--- config.mk ---
export PLATFORM = sky130hd
export DESIGN_NAME = dfpl_fault_logic
export DESIGN_NICKNAME = d
export VERILOG_FILES = /design/src/include/dfpl_pkg.sv /design/src/include/dfpl_tmr_if.sv /design/src/hdl/dfpl_timer.sv /design/src/hdl/dfpl_fault_logic.sv
export SDC_FILE = /design/constraint.sdc
export NUM_CORES = 1
export LEC_CHECK = 0
export ABC_AREA = 1
export BUFFER_PORTS_ARGS = -buffer_cell sky130_fd_sc_hd__buf_2
export CAP_MARGIN = 25
export CORE_ASPECT_RATIO = 0.75
export CORE_MARGIN = 2
export CORE_UTILIZATION = 55
export CTS_BUF_LIST = sky130_fd_sc_hd__clkbuf_8
export CTS_CLUSTER_SIZE = 25
export DETAILED_ROUTE_END_ITERATION = 16
export HOLD_SLACK_MARGIN = 0.12
export PLACE_DENSITY = 0.74
export SLEW_MARGIN = 20
export SYNTH_ARGS = -nofsm -noshare
export SYNTH_HDL_FRONTEND = slang
export SYNTH_SLANG_ARGS = --single-unit
--- constraint.sdc ---
create_clock -name mclk -period 1.3 [get_ports mclk]
set_clock_uncertainty 0.15 [all_clocks]
set_input_delay 0.39 -clock mclk [delete_from_list [all_inputs] [get_ports mclk]]
set_output_delay 0.39 -clock mclk [all_outputs]
set_load 0.05 [all_outputs]
--- src/include/dfpl_pkg.sv ---
package dfpl_pkg;

  // --------------------------------------------------------------
  // clock
  // --------------------------------------------------------------
  localparam int CLK_PERIOD_NS = 20;

  // --------------------------------------------------------------
  // protection times, in their own units
  // --------------------------------------------------------------
  localparam int SHORT_FILTER_NS = 10000;
  localparam int INRUSH_BLANK_TIME_NS = 200000;
  localparam int LAMP_RETRY_US = 10000;

  // --------------------------------------------------------------
  // derived cycle counts (least times round up)
  // --------------------------------------------------------------
  localparam int SHORT_FILTER_CYC = (SHORT_FILTER_NS + CLK_PERIOD_NS - 1) / CLK_PERIOD_NS;
  localparam int INRUSH_BLANK_CYC =
    (INRUSH_BLANK_TIME_NS + CLK_PERIOD_NS - 1) / CLK_PERIOD_NS;
  localparam int LAMP_RETRY_CYC = (LAMP_RETRY_US * 1000 + CLK_PERIOD_NS - 1) / CLK_PERIOD_NS;

  // --------------------------------------------------------------
  // timer width and reset values
  // --------------------------------------------------------------
  localparam int TIMER_CNT_W = 20;
  localparam logic RST_DRIVE = 1'h0;
  localparam logic RST_FLAG = 1'h0;
  localparam logic [2:0] RST_CMD = 3'h0;

  // --------------------------------------------------------------
  // command vector positions
  // --------------------------------------------------------------
  localparam int CMD_SPARK = 0;
  localparam int CMD_RELAY = 1;
  localparam int CMD_LAMP = 2;

endpackage

--- src/include/dfpl_tmr_if.sv ---
`timescale 1ns/10ps

// run request and elapsed level between a channel and its timer
interface dfpl_tmr_if;
  logic run;
  logic expired;

  modport owner
  (
    output run,
    input expired
  );

  modport timer
  (
    input run,
    output expired
  );
endinterface

--- src/hdl/dfpl_timer.sv ---
`timescale 1ns/10ps

// counts clock cycles while run is high; expired rises after LIMIT
// cycles of continuous run and holds until run drops
module dfpl_timer
#(
  parameter int CNT_W = dfpl_pkg::TIMER_CNT_W,
  parameter int LIMIT = dfpl_pkg::SHORT_FILTER_CYC
)
(
  // clock and reset
  input wire logic mclk,
  input wire logic rstn,
  // run request and elapsed level
  dfpl_tmr_if.timer tmr
);

  // --------------------------------------------------------------
  // parameter check
  // --------------------------------------------------------------
  if (LIMIT < 1 || LIMIT >= (2 ** CNT_W))
  begin : g_bad_limit
    $error("timer limit does not fit the counter");
  end

  localparam logic [CNT_W-1:0] LAST = CNT_W'(LIMIT - 1);

  logic [CNT_W-1:0] cnt_r;
  logic [CNT_W-1:0] cnt_nxt;
  logic expired_r;
  logic expired_nxt;
  wire at_last = (cnt_r == LAST);

  assign cnt_nxt = (!tmr.run || expired_r) ? '0 : cnt_r + CNT_W'(1);
  assign expired_nxt = tmr.run && (expired_r || at_last);
  assign tmr.expired = expired_r;

  always_ff @(posedge mclk or negedge rstn)
  begin
    if (!rstn)
    begin
      cnt_r <= '0;
      expired_r <= 1'h0;
    end
    else
    begin
      cnt_r <= cnt_nxt;
      expired_r <= expired_nxt;
    end
  end

endmodule

--- src/hdl/dfpl_fault_logic.sv ---
// What this block does
// - spark command high drives source output; low drives sink to switch off.
// - overcurrent or short on the external spark transistor raises the spark flag.
// - open coil sensed while spark channel is off raises the spark flag.
// - supply overvoltage turns both spark drives off; source stays off until cleared and command rises.
// - spark flag stays high until the command goes low then high.
// - relay command high turns the relay sink on; low turns it off.
// - relay hard short turns output off after filter; needs command low-high.
// - relay short or overtemperature raises the relay flag.
// - relay overtemperature forces output off until cooled below hysteresis.
// - relay open load while off raises the relay flag.
// - relay drain above short threshold while on raises the relay flag.
// - relay flag stays high until the command goes low then rises.
// - lamp command high turns the lamp sink on; low turns it off.
// - lamp short off is retried by an internal timer without command toggle.
// - the lamp channel has no fault flag output.
// - lamp overtemperature forces output off until cooled below hysteresis.
// - the lamp channel does no open load detection.
// - lamp overcurrent is ignored during an inrush blanking time after switch-on.
// - after overvoltage or undervoltage the spark source comes back off; the sink follows the command.
// - relay and lamp resume after overvoltage; after undervoltage they stay off until their command rises.
`timescale 1ns/10ps

module dfpl_fault_logic
#(
  parameter int INRUSH_BLANK_CYC = dfpl_pkg::INRUSH_BLANK_CYC,
  parameter int LAMP_RETRY_CYC = dfpl_pkg::LAMP_RETRY_CYC,
  parameter int TIMER_CNT_W = dfpl_pkg::TIMER_CNT_W
)
(
  // clock and reset
  input wire logic mclk,
  input wire logic rstn,
  // controller commands
  input wire logic spark_command,
  input wire logic relay_command,
  input wire logic lamp_command,
  // supply monitors
  input wire logic supply_overvoltage,
  input wire logic supply_undervoltage,
  // spark sense comparators
  input wire logic spark_overcurrent,
  input wire logic spark_open_load,
  input wire logic spark_overtemp,
  // relay sense comparators
  input wire logic relay_short_sense,
  input wire logic relay_drain_high,
  input wire logic relay_open_load,
  input wire logic relay_temp_over,
  input wire logic relay_temp_cool,
  // lamp sense comparators
  input wire logic lamp_short_sense,
  input wire logic lamp_temp_over,
  input wire logic lamp_temp_cool,
  // spark drives and flag
  output logic spark_source_drive,
  output logic spark_sink_drive,
  output logic spark_fault_flag,
  // relay drive and flag
  output logic relay_output,
  output logic relay_fault_flag,
  // lamp drive
  output logic lamp_output
);

  // --------------------------------------------------------------
  // parameter check
  // --------------------------------------------------------------
  if (INRUSH_BLANK_CYC < 1 || INRUSH_BLANK_CYC >= (2 ** TIMER_CNT_W))
  begin : g_bad_blank
    $error("blanking count does not fit the timers");
  end

  if (LAMP_RETRY_CYC < 1 || LAMP_RETRY_CYC >= (2 ** TIMER_CNT_W))
  begin : g_bad_retry
    $error("retry count does not fit the timers");
  end

  if (TIMER_CNT_W < 1 || TIMER_CNT_W > 30 ||
      dfpl_pkg::SHORT_FILTER_CYC >= (2 ** TIMER_CNT_W))
  begin : g_bad_width
    $error("timer width cannot hold the short filter count");
  end

  // --------------------------------------------------------------
  // latch helpers
  // --------------------------------------------------------------
  // a raise in the clearing cycle wins
  function automatic logic latch_next
  (
    input logic raise,
    input logic held,
    input logic clear
  );
    return raise | (held & ~clear);
  endfunction

  // a low-side switch may close only with no latch and no supply event
  function automatic logic lowside_on
  (
    input logic command,
    input logic therm,
    input logic uv_lock,
    input logic shorted,
    input logic supply_event
  );
    return command & ~therm & ~uv_lock & ~shorted & ~supply_event;
  endfunction

  // --------------------------------------------------------------
  // command edges and supply events
  // --------------------------------------------------------------
  // edge register resets low: a command already high at release is an edge
  logic [2:0] cmd_d_r;
  wire [2:0] cmd = {lamp_command, relay_command, spark_command};
  wire [2:0] cmd_rise = cmd & ~cmd_d_r;
  wire supply_bad = supply_overvoltage | supply_undervoltage;

  // one sample register per command pin
  for (genvar ch = 0; ch < 3; ch++)
  begin : g_cmd_edge
    always_ff @(posedge mclk or negedge rstn)
    begin
      if (!rstn)
      begin
        cmd_d_r[ch] <= dfpl_pkg::RST_CMD[ch];
      end
      else
      begin
        cmd_d_r[ch] <= cmd[ch];
      end
    end
  end

  // --------------------------------------------------------------
  // spark channel
  // --------------------------------------------------------------
  logic spark_lock_r;
  logic spark_lock_nxt;
  logic spark_source_r;
  logic spark_sink_r;
  logic spark_flag_r;
  logic spark_flag_nxt;
  wire spark_rise = cmd_rise[dfpl_pkg::CMD_SPARK];

  // lock is entered on any supply event and left only on a fresh rising edge
  assign spark_lock_nxt = latch_next(supply_bad, spark_lock_r, spark_rise);

  wire spark_block = spark_lock_nxt;
  wire spark_on_nxt = spark_command & ~spark_block;
  // sink follows the command and the supply: locked with the command high, both stay off
  wire spark_sink_nxt = ~spark_command & ~supply_bad;

  // open coil counts only while off; overtemperature counts always
  wire spark_fault_ev =
    (spark_overcurrent & spark_source_r) |
    (spark_open_load & ~spark_command) |
    (supply_overvoltage & spark_command) |
    spark_overtemp;

  // an event in the clearing cycle keeps the flag set
  assign spark_flag_nxt = latch_next(spark_fault_ev, spark_flag_r, spark_rise);

  always_ff @(posedge mclk or negedge rstn)
  begin
    if (!rstn)
    begin
      spark_lock_r <= 1'h0;
      spark_source_r <= dfpl_pkg::RST_DRIVE;
      spark_sink_r <= dfpl_pkg::RST_DRIVE;
      spark_flag_r <= dfpl_pkg::RST_FLAG;
    end
    else
    begin
      spark_lock_r <= spark_lock_nxt;
      spark_source_r <= spark_on_nxt;
      spark_sink_r <= spark_sink_nxt;
      spark_flag_r <= spark_flag_nxt;
    end
  end

  assign spark_source_drive = spark_source_r;
  assign spark_sink_drive = spark_sink_r;
  assign spark_fault_flag = spark_flag_r;

  // --------------------------------------------------------------
  // relay channel
  // --------------------------------------------------------------
  dfpl_tmr_if relay_filt_if ();

  logic relay_therm_r;
  logic relay_uv_lock_r;
  logic relay_short_r;
  logic relay_out_r;
  logic relay_flag_r;
  wire relay_rise = cmd_rise[dfpl_pkg::CMD_RELAY];

  // short filter runs only while the sink is on and the short is sensed
  assign relay_filt_if.run = relay_out_r & relay_short_sense;

  wire relay_therm_nxt = latch_next(relay_temp_over, relay_therm_r, relay_temp_cool);
  wire relay_uv_lock_nxt = latch_next(supply_undervoltage, relay_uv_lock_r, relay_rise);
  wire relay_short_nxt = latch_next(relay_filt_if.expired, relay_short_r, relay_rise);

  // overvoltage only blanks the output; it follows the command again on exit
  wire relay_on_nxt = lowside_on(relay_command, relay_therm_nxt, relay_uv_lock_nxt,
    relay_short_nxt, supply_bad);

  // overvoltage while commanded on is reported, as on the spark channel
  wire relay_fault_ev =
    relay_filt_if.expired | relay_temp_over |
    (relay_open_load & ~relay_command) |
    (relay_drain_high & relay_out_r) |
    (supply_overvoltage & relay_command);

  wire relay_flag_nxt = latch_next(relay_fault_ev, relay_flag_r, relay_rise);

  always_ff @(posedge mclk or negedge rstn)
  begin
    if (!rstn)
    begin
      relay_therm_r <= 1'h0;
      relay_uv_lock_r <= 1'h0;
      relay_short_r <= 1'h0;
      relay_out_r <= dfpl_pkg::RST_DRIVE;
      relay_flag_r <= dfpl_pkg::RST_FLAG;
    end
    else
    begin
      relay_therm_r <= relay_therm_nxt;
      relay_uv_lock_r <= relay_uv_lock_nxt;
      relay_short_r <= relay_short_nxt;
      relay_out_r <= relay_on_nxt;
      relay_flag_r <= relay_flag_nxt;
    end
  end

  // the filter restarts whenever the short sense drops before it elapses
  dfpl_timer
  #(
    .CNT_W(TIMER_CNT_W),
    .LIMIT(dfpl_pkg::SHORT_FILTER_CYC)
  )
  u_relay_filt
  (
    .mclk(mclk),
    .rstn(rstn),
    .tmr(relay_filt_if.timer)
  );

  assign relay_output = relay_out_r;
  assign relay_fault_flag = relay_flag_r;

  // --------------------------------------------------------------
  // lamp channel
  // --------------------------------------------------------------
  // faults here only protect the switch: no flag leaves the block
  // and no open load sense exists for this channel
  dfpl_tmr_if lamp_blank_if ();
  dfpl_tmr_if lamp_filt_if ();
  dfpl_tmr_if lamp_retry_if ();

  logic lamp_therm_r;
  logic lamp_uv_lock_r;
  logic lamp_short_r;
  logic lamp_out_r;
  wire lamp_rise = cmd_rise[dfpl_pkg::CMD_LAMP];

  // blanking starts at switch-on; overcurrent counts only once it has elapsed
  assign lamp_blank_if.run = lamp_out_r;
  assign lamp_filt_if.run = lamp_out_r & lamp_blank_if.expired & lamp_short_sense;
  // retry period runs while the short shutdown stands
  assign lamp_retry_if.run = lamp_short_r;

  wire lamp_therm_nxt = latch_next(lamp_temp_over, lamp_therm_r, lamp_temp_cool);
  wire lamp_uv_lock_nxt = latch_next(supply_undervoltage, lamp_uv_lock_r, lamp_rise);
  // shutdown is left when the retry period ends, with no command toggle
  wire lamp_short_nxt =
    latch_next(lamp_filt_if.expired, lamp_short_r, lamp_retry_if.expired);

  wire lamp_on_nxt = lowside_on(lamp_command, lamp_therm_nxt, lamp_uv_lock_nxt,
    lamp_short_nxt, supply_bad);

  always_ff @(posedge mclk or negedge rstn)
  begin
    if (!rstn)
    begin
      lamp_therm_r <= 1'h0;
      lamp_uv_lock_r <= 1'h0;
      lamp_short_r <= 1'h0;
      lamp_out_r <= dfpl_pkg::RST_DRIVE;
    end
    else
    begin
      lamp_therm_r <= lamp_therm_nxt;
      lamp_uv_lock_r <= lamp_uv_lock_nxt;
      lamp_short_r <= lamp_short_nxt;
      lamp_out_r <= lamp_on_nxt;
    end
  end

  // blanking restarts at every switch-on, a retry included
  dfpl_timer
  #(
    .CNT_W(TIMER_CNT_W),
    .LIMIT(INRUSH_BLANK_CYC)
  )
  u_lamp_blank
  (
    .mclk(mclk),
    .rstn(rstn),
    .tmr(lamp_blank_if.timer)
  );

  dfpl_timer
  #(
    .CNT_W(TIMER_CNT_W),
    .LIMIT(dfpl_pkg::SHORT_FILTER_CYC)
  )
  u_lamp_filt
  (
    .mclk(mclk),
    .rstn(rstn),
    .tmr(lamp_filt_if.timer)
  );

  dfpl_timer
  #(
    .CNT_W(TIMER_CNT_W),
    .LIMIT(LAMP_RETRY_CYC)
  )
  u_lamp_retry
  (
    .mclk(mclk),
    .rstn(rstn),
    .tmr(lamp_retry_if.timer)
  );

  assign lamp_output = lamp_out_r;

endmodule

==> run_results.csv <==
group,metric,value,unit
floorplan,core_area,9120,um^2
clock_tree,worstSkewPairLatency,390,ps
power,p_leak,3.48,nW
run_status,violations,"negative setup slack",
place,gp_congestion,0.965,
setup_path,cp.required,1420,ps
clock_tree,ctsHoldBuffers,11,
setup_path,cp-end-kind,"flip-flop",
finish,drive_above_1_share,46.6,%
setup_path,cp-startpoint,"u_lamp_filt.cnt_r[1]",
route,dr_total_vias,5780,
power,p_total,0.00530,W
setup_path,path_depth,8,
floorplan,start_util,56.9,%
timing,setup_viol,85,
place,port_buffers,23,
floorplan,die_y,88.1,um
job,max_cap_violations,0,
setup_path,cp_max_fo,4,
setup_path,worstSetupPathType,"flip-flop to flip-flop",
synthesis,synth-edff-count,0,
synthesis,muxShareOfSynthArea,0,%
global_routing,grt_pass1_wl,24.7,mm
clock_tree,cts_buffers,9,
synthesis,synth_nets,692,
setup_path,crit_buf_inv,0,
global_routing,grt_usage,31.5,%
timing,whs,78.0,ps
finish,antenna_cells,0,
timing,relSlewSlack,74.4,%
power,vdd_drop_max,0.701,mV
clock_tree,clk_pin_slew,100,ps
timing,finalCriticalPeriod,1610,ps
timing,finalHoldViolCount,0,
timing,max_freq,622,MHz
finish,final_cell_area,8030,um^2
timing,max_slew.worst_pin.slew,380,ps
setup_path,cpPeakStageDelay,460,ps
setup_path,rr_endpoint,"u_lamp_filt.cnt_r[14]",
route,wire_per_inst,18.9,um
synthesis,synth.distinct_cells,34,
setup_path,cp.arrival,1730,ps
route,drtPass1Iterations,5,
setup_path,crit_family,"simple AND/OR/NAND/NOR gates",
timing,fin_setup_tns,-14490,ps
setup_path,reg2reg_from,"u_lamp_filt.cnt_r[1]",
run_status,status,"finished, violations left",
synthesis,synth-adder-area-share,0.964,%
finish,area_growth,54.7,%
route,ant_nets,0,
synthesis,synth-async-reset-ratio,100,%
place,dpl.hpwl,8.91,mm
clock_tree,htreeDepth,3,
clock_tree,clock-sinks,100,
synthesis,synth_top_family_by_area,"simple AND/OR/NAND/NOR gates",
route,drc,0,
global_routing,grt_max_degree,54,
min_path,hp-class,"input port to flip-flop",
clock_tree,cts_tree,"built",
synthesis,ys_seq_elements,100,
global_routing,antenna_found_initial,0,
floorplan,io_pins,24,
synthesis,yosysSeqAreaShare,48.2,%
global_routing,grt-ovfl-total,0,
route,via_per_inst,5.83,
setup_path,reg2reg_setup_slack,-310,ps
timing,postLayoutSetupSlackWorst,-307,ps
synthesis,synthSimpleGateAreaFrac,35.1,%
clock_tree,cts_root_buffer,"clkbuf_8",
setup_path,worstSetupEndpoint,"u_lamp_filt.cnt_r[14]",
floorplan,dieArea,10200,um^2
floorplan,die_x,116,um
timing,period_share,124,%
route,wl,18.8,mm
setup_path,worstRegToRegCells,8,
timing,finalMaxSlewViolations,0,
floorplan,rows,30,
global_routing,grt_pass1_vias,5345,
finish,nets,881,
setup_path,start_kind,"flip-flop",
synthesis,syn_area_per_cell,7.75,um^2
timing,rsz0062_at_grt,"true",
synthesis,synth_compound_area_share,8.29,%
route,drtIter0Drc,594,
finish,utilization,88.1,%
clock_tree,clockBufferDepth,2,
synthesis,postSynthCellCount,670,
synthesis,syn-cell-area,5190,um^2
power,cellPowerDensity,659,nW/um^2
setup_path,path_cells,"ha_4, nand2_4, nor2_4, nand2_4, nor2_4, nand2_2, nand2_2, nor2_2",
place,post_dp_cell_area,6180,um^2
synthesis,synth_xor_area_share,1.01,%
synthesis,ys.flop_type,"dfrtp_1",
synthesis,yosysWarnings,0,
setup_path,critical-path-slowest-cell,"dfrtp_1",
==> Yosys cell counts, types with 6 or more instances <==
cell type    n  area share, %
a21oi_1     36            3.5
dfrtp_1    100             48
inv_1       78            5.6
nand2_1    145             10
nand2_2     10            1.2
nand3_1     30            2.9
nand3_2     10            1.9
nand4_1     11            1.3
nor2_1     134            9.7
nor2_2      19            2.3
nor2_4       9            2.0
nor3_1      17            1.6
o21ai_0     26            2.5
o21ai_1      6           0.58
xor2_1       6            1.0
==> power by group <==
| part | switching, W | internal (W) | total [W] |
|---|---|---|---|
| Clock | 0.00117 | 0.000746 | 0.00192 |
| Sequential | 0.0000111 | 0.00313 | 0.00314 |
| Combinational | 0.000148 | 0.0000924 | 0.000240 |
==> stage by stage <==
step,instances,setup WS (ps)
after global placement,902,-103
after global routing,992,-395
after detailed placement,902,-231
after CTS,966,-239
after floorplan,670,-87.1
final,992,-307
==> worst min-delay path: stages <==
cell and delay (ps):
buf_2 80, a21oi_1 60, inv_1 50
==> flip-flops by register name (all words and copies together) (netlist names), 3 cells and up <==
register and count:
u_lamp_blank.cnt_r 20, u_lamp_filt.cnt_r 20, u_lamp_retry.cnt_r 20, u_relay_filt.cnt_r 20
cmd_d_r 3
==> per-layer routing <==
| layer | part of all wire, % | global-route usage, % | up-vias |
|---|---|---|---|
| met5 | 0 | 0 | - |
| met1 | 37 | 38.9 | 2791 |
| met2 | 49 | 52.7 | 351 |
| met4 | 6.4 | 14.7 | 0 |
| met3 | 7.8 | 7.54 | 126 |
| li1 | - | - | 2512 |
==> area by class of cell <==
type,instances,area (um^2)
Timing Repair inverter,2,12.5
Timing Repair Buffer,180,1580
Tap cell,128,160
Clock buffer,10,138
Inverter,83,340
Sequential cell,100,2510
Multi-Input combinational cell,483,3250
Fill cell,392,1090
Clock inverter,6,41.3
==> placed cells by master, fill, tap and decap left out, types with 5 or more instances in the layout <==
cell type and n:
a21oi_1 21, a21oi_2 15, buf_2 15, buf_4 100
buf_6 50, clkbuf_8 10, dfrtp_1 93, dfrtp_2 7
dlygate4sd3_1 10, inv_1 64, inv_2 10, inv_4 8
nand2_1 117, nand2_2 23, nand2_4 16, nand3_1 18
nand3_2 11, nand3_4 12, nand4_1 11, nor2_1 90
nor2_2 23, nor2_4 49, nor3_1 6, nor3_2 9
o21ai_1 11, o21ai_2 15, xor2_1 5
==> worst min-delay path by stage <==
stage	start	endpoint	slack (ps)	depth (start not counted)
global route	lamp_temp_over	lamp_therm_r	70	3
global placement	rstn	u_lamp_blank.cnt_r[4]	230	2
CTS	lamp_temp_over	lamp_therm_r	60	3
floorplan	rstn	cmd_d_r[0]	-60	0
finish	lamp_temp_over	lamp_therm_r	80	3
detailed placement	rstn	u_lamp_blank.cnt_r[6]	230	2
==> what timing repair did <==
action / in CTS / in global routing
buffers inserted: 38 / 31
cloned: 1 / 2
gates resized for setup: 132 / 176
endpoints found under the setup margin: 71 / 91
pin swaps: 50 / 89
hold endpoints to repair: 110 / 1
==> logic make-up after synthesis <==
| logic type | Yosys count |
|---|---|
| buffers and inverters | 87 |
| and+or+nand+nor | 393 |
| AOI/OAI and AO/OA | 80 |
| DFF | 100 |
| xor gates and xnor gates | 6 |
| adders and majority gates | 4 |
Power figures use the tool's default switching activity.
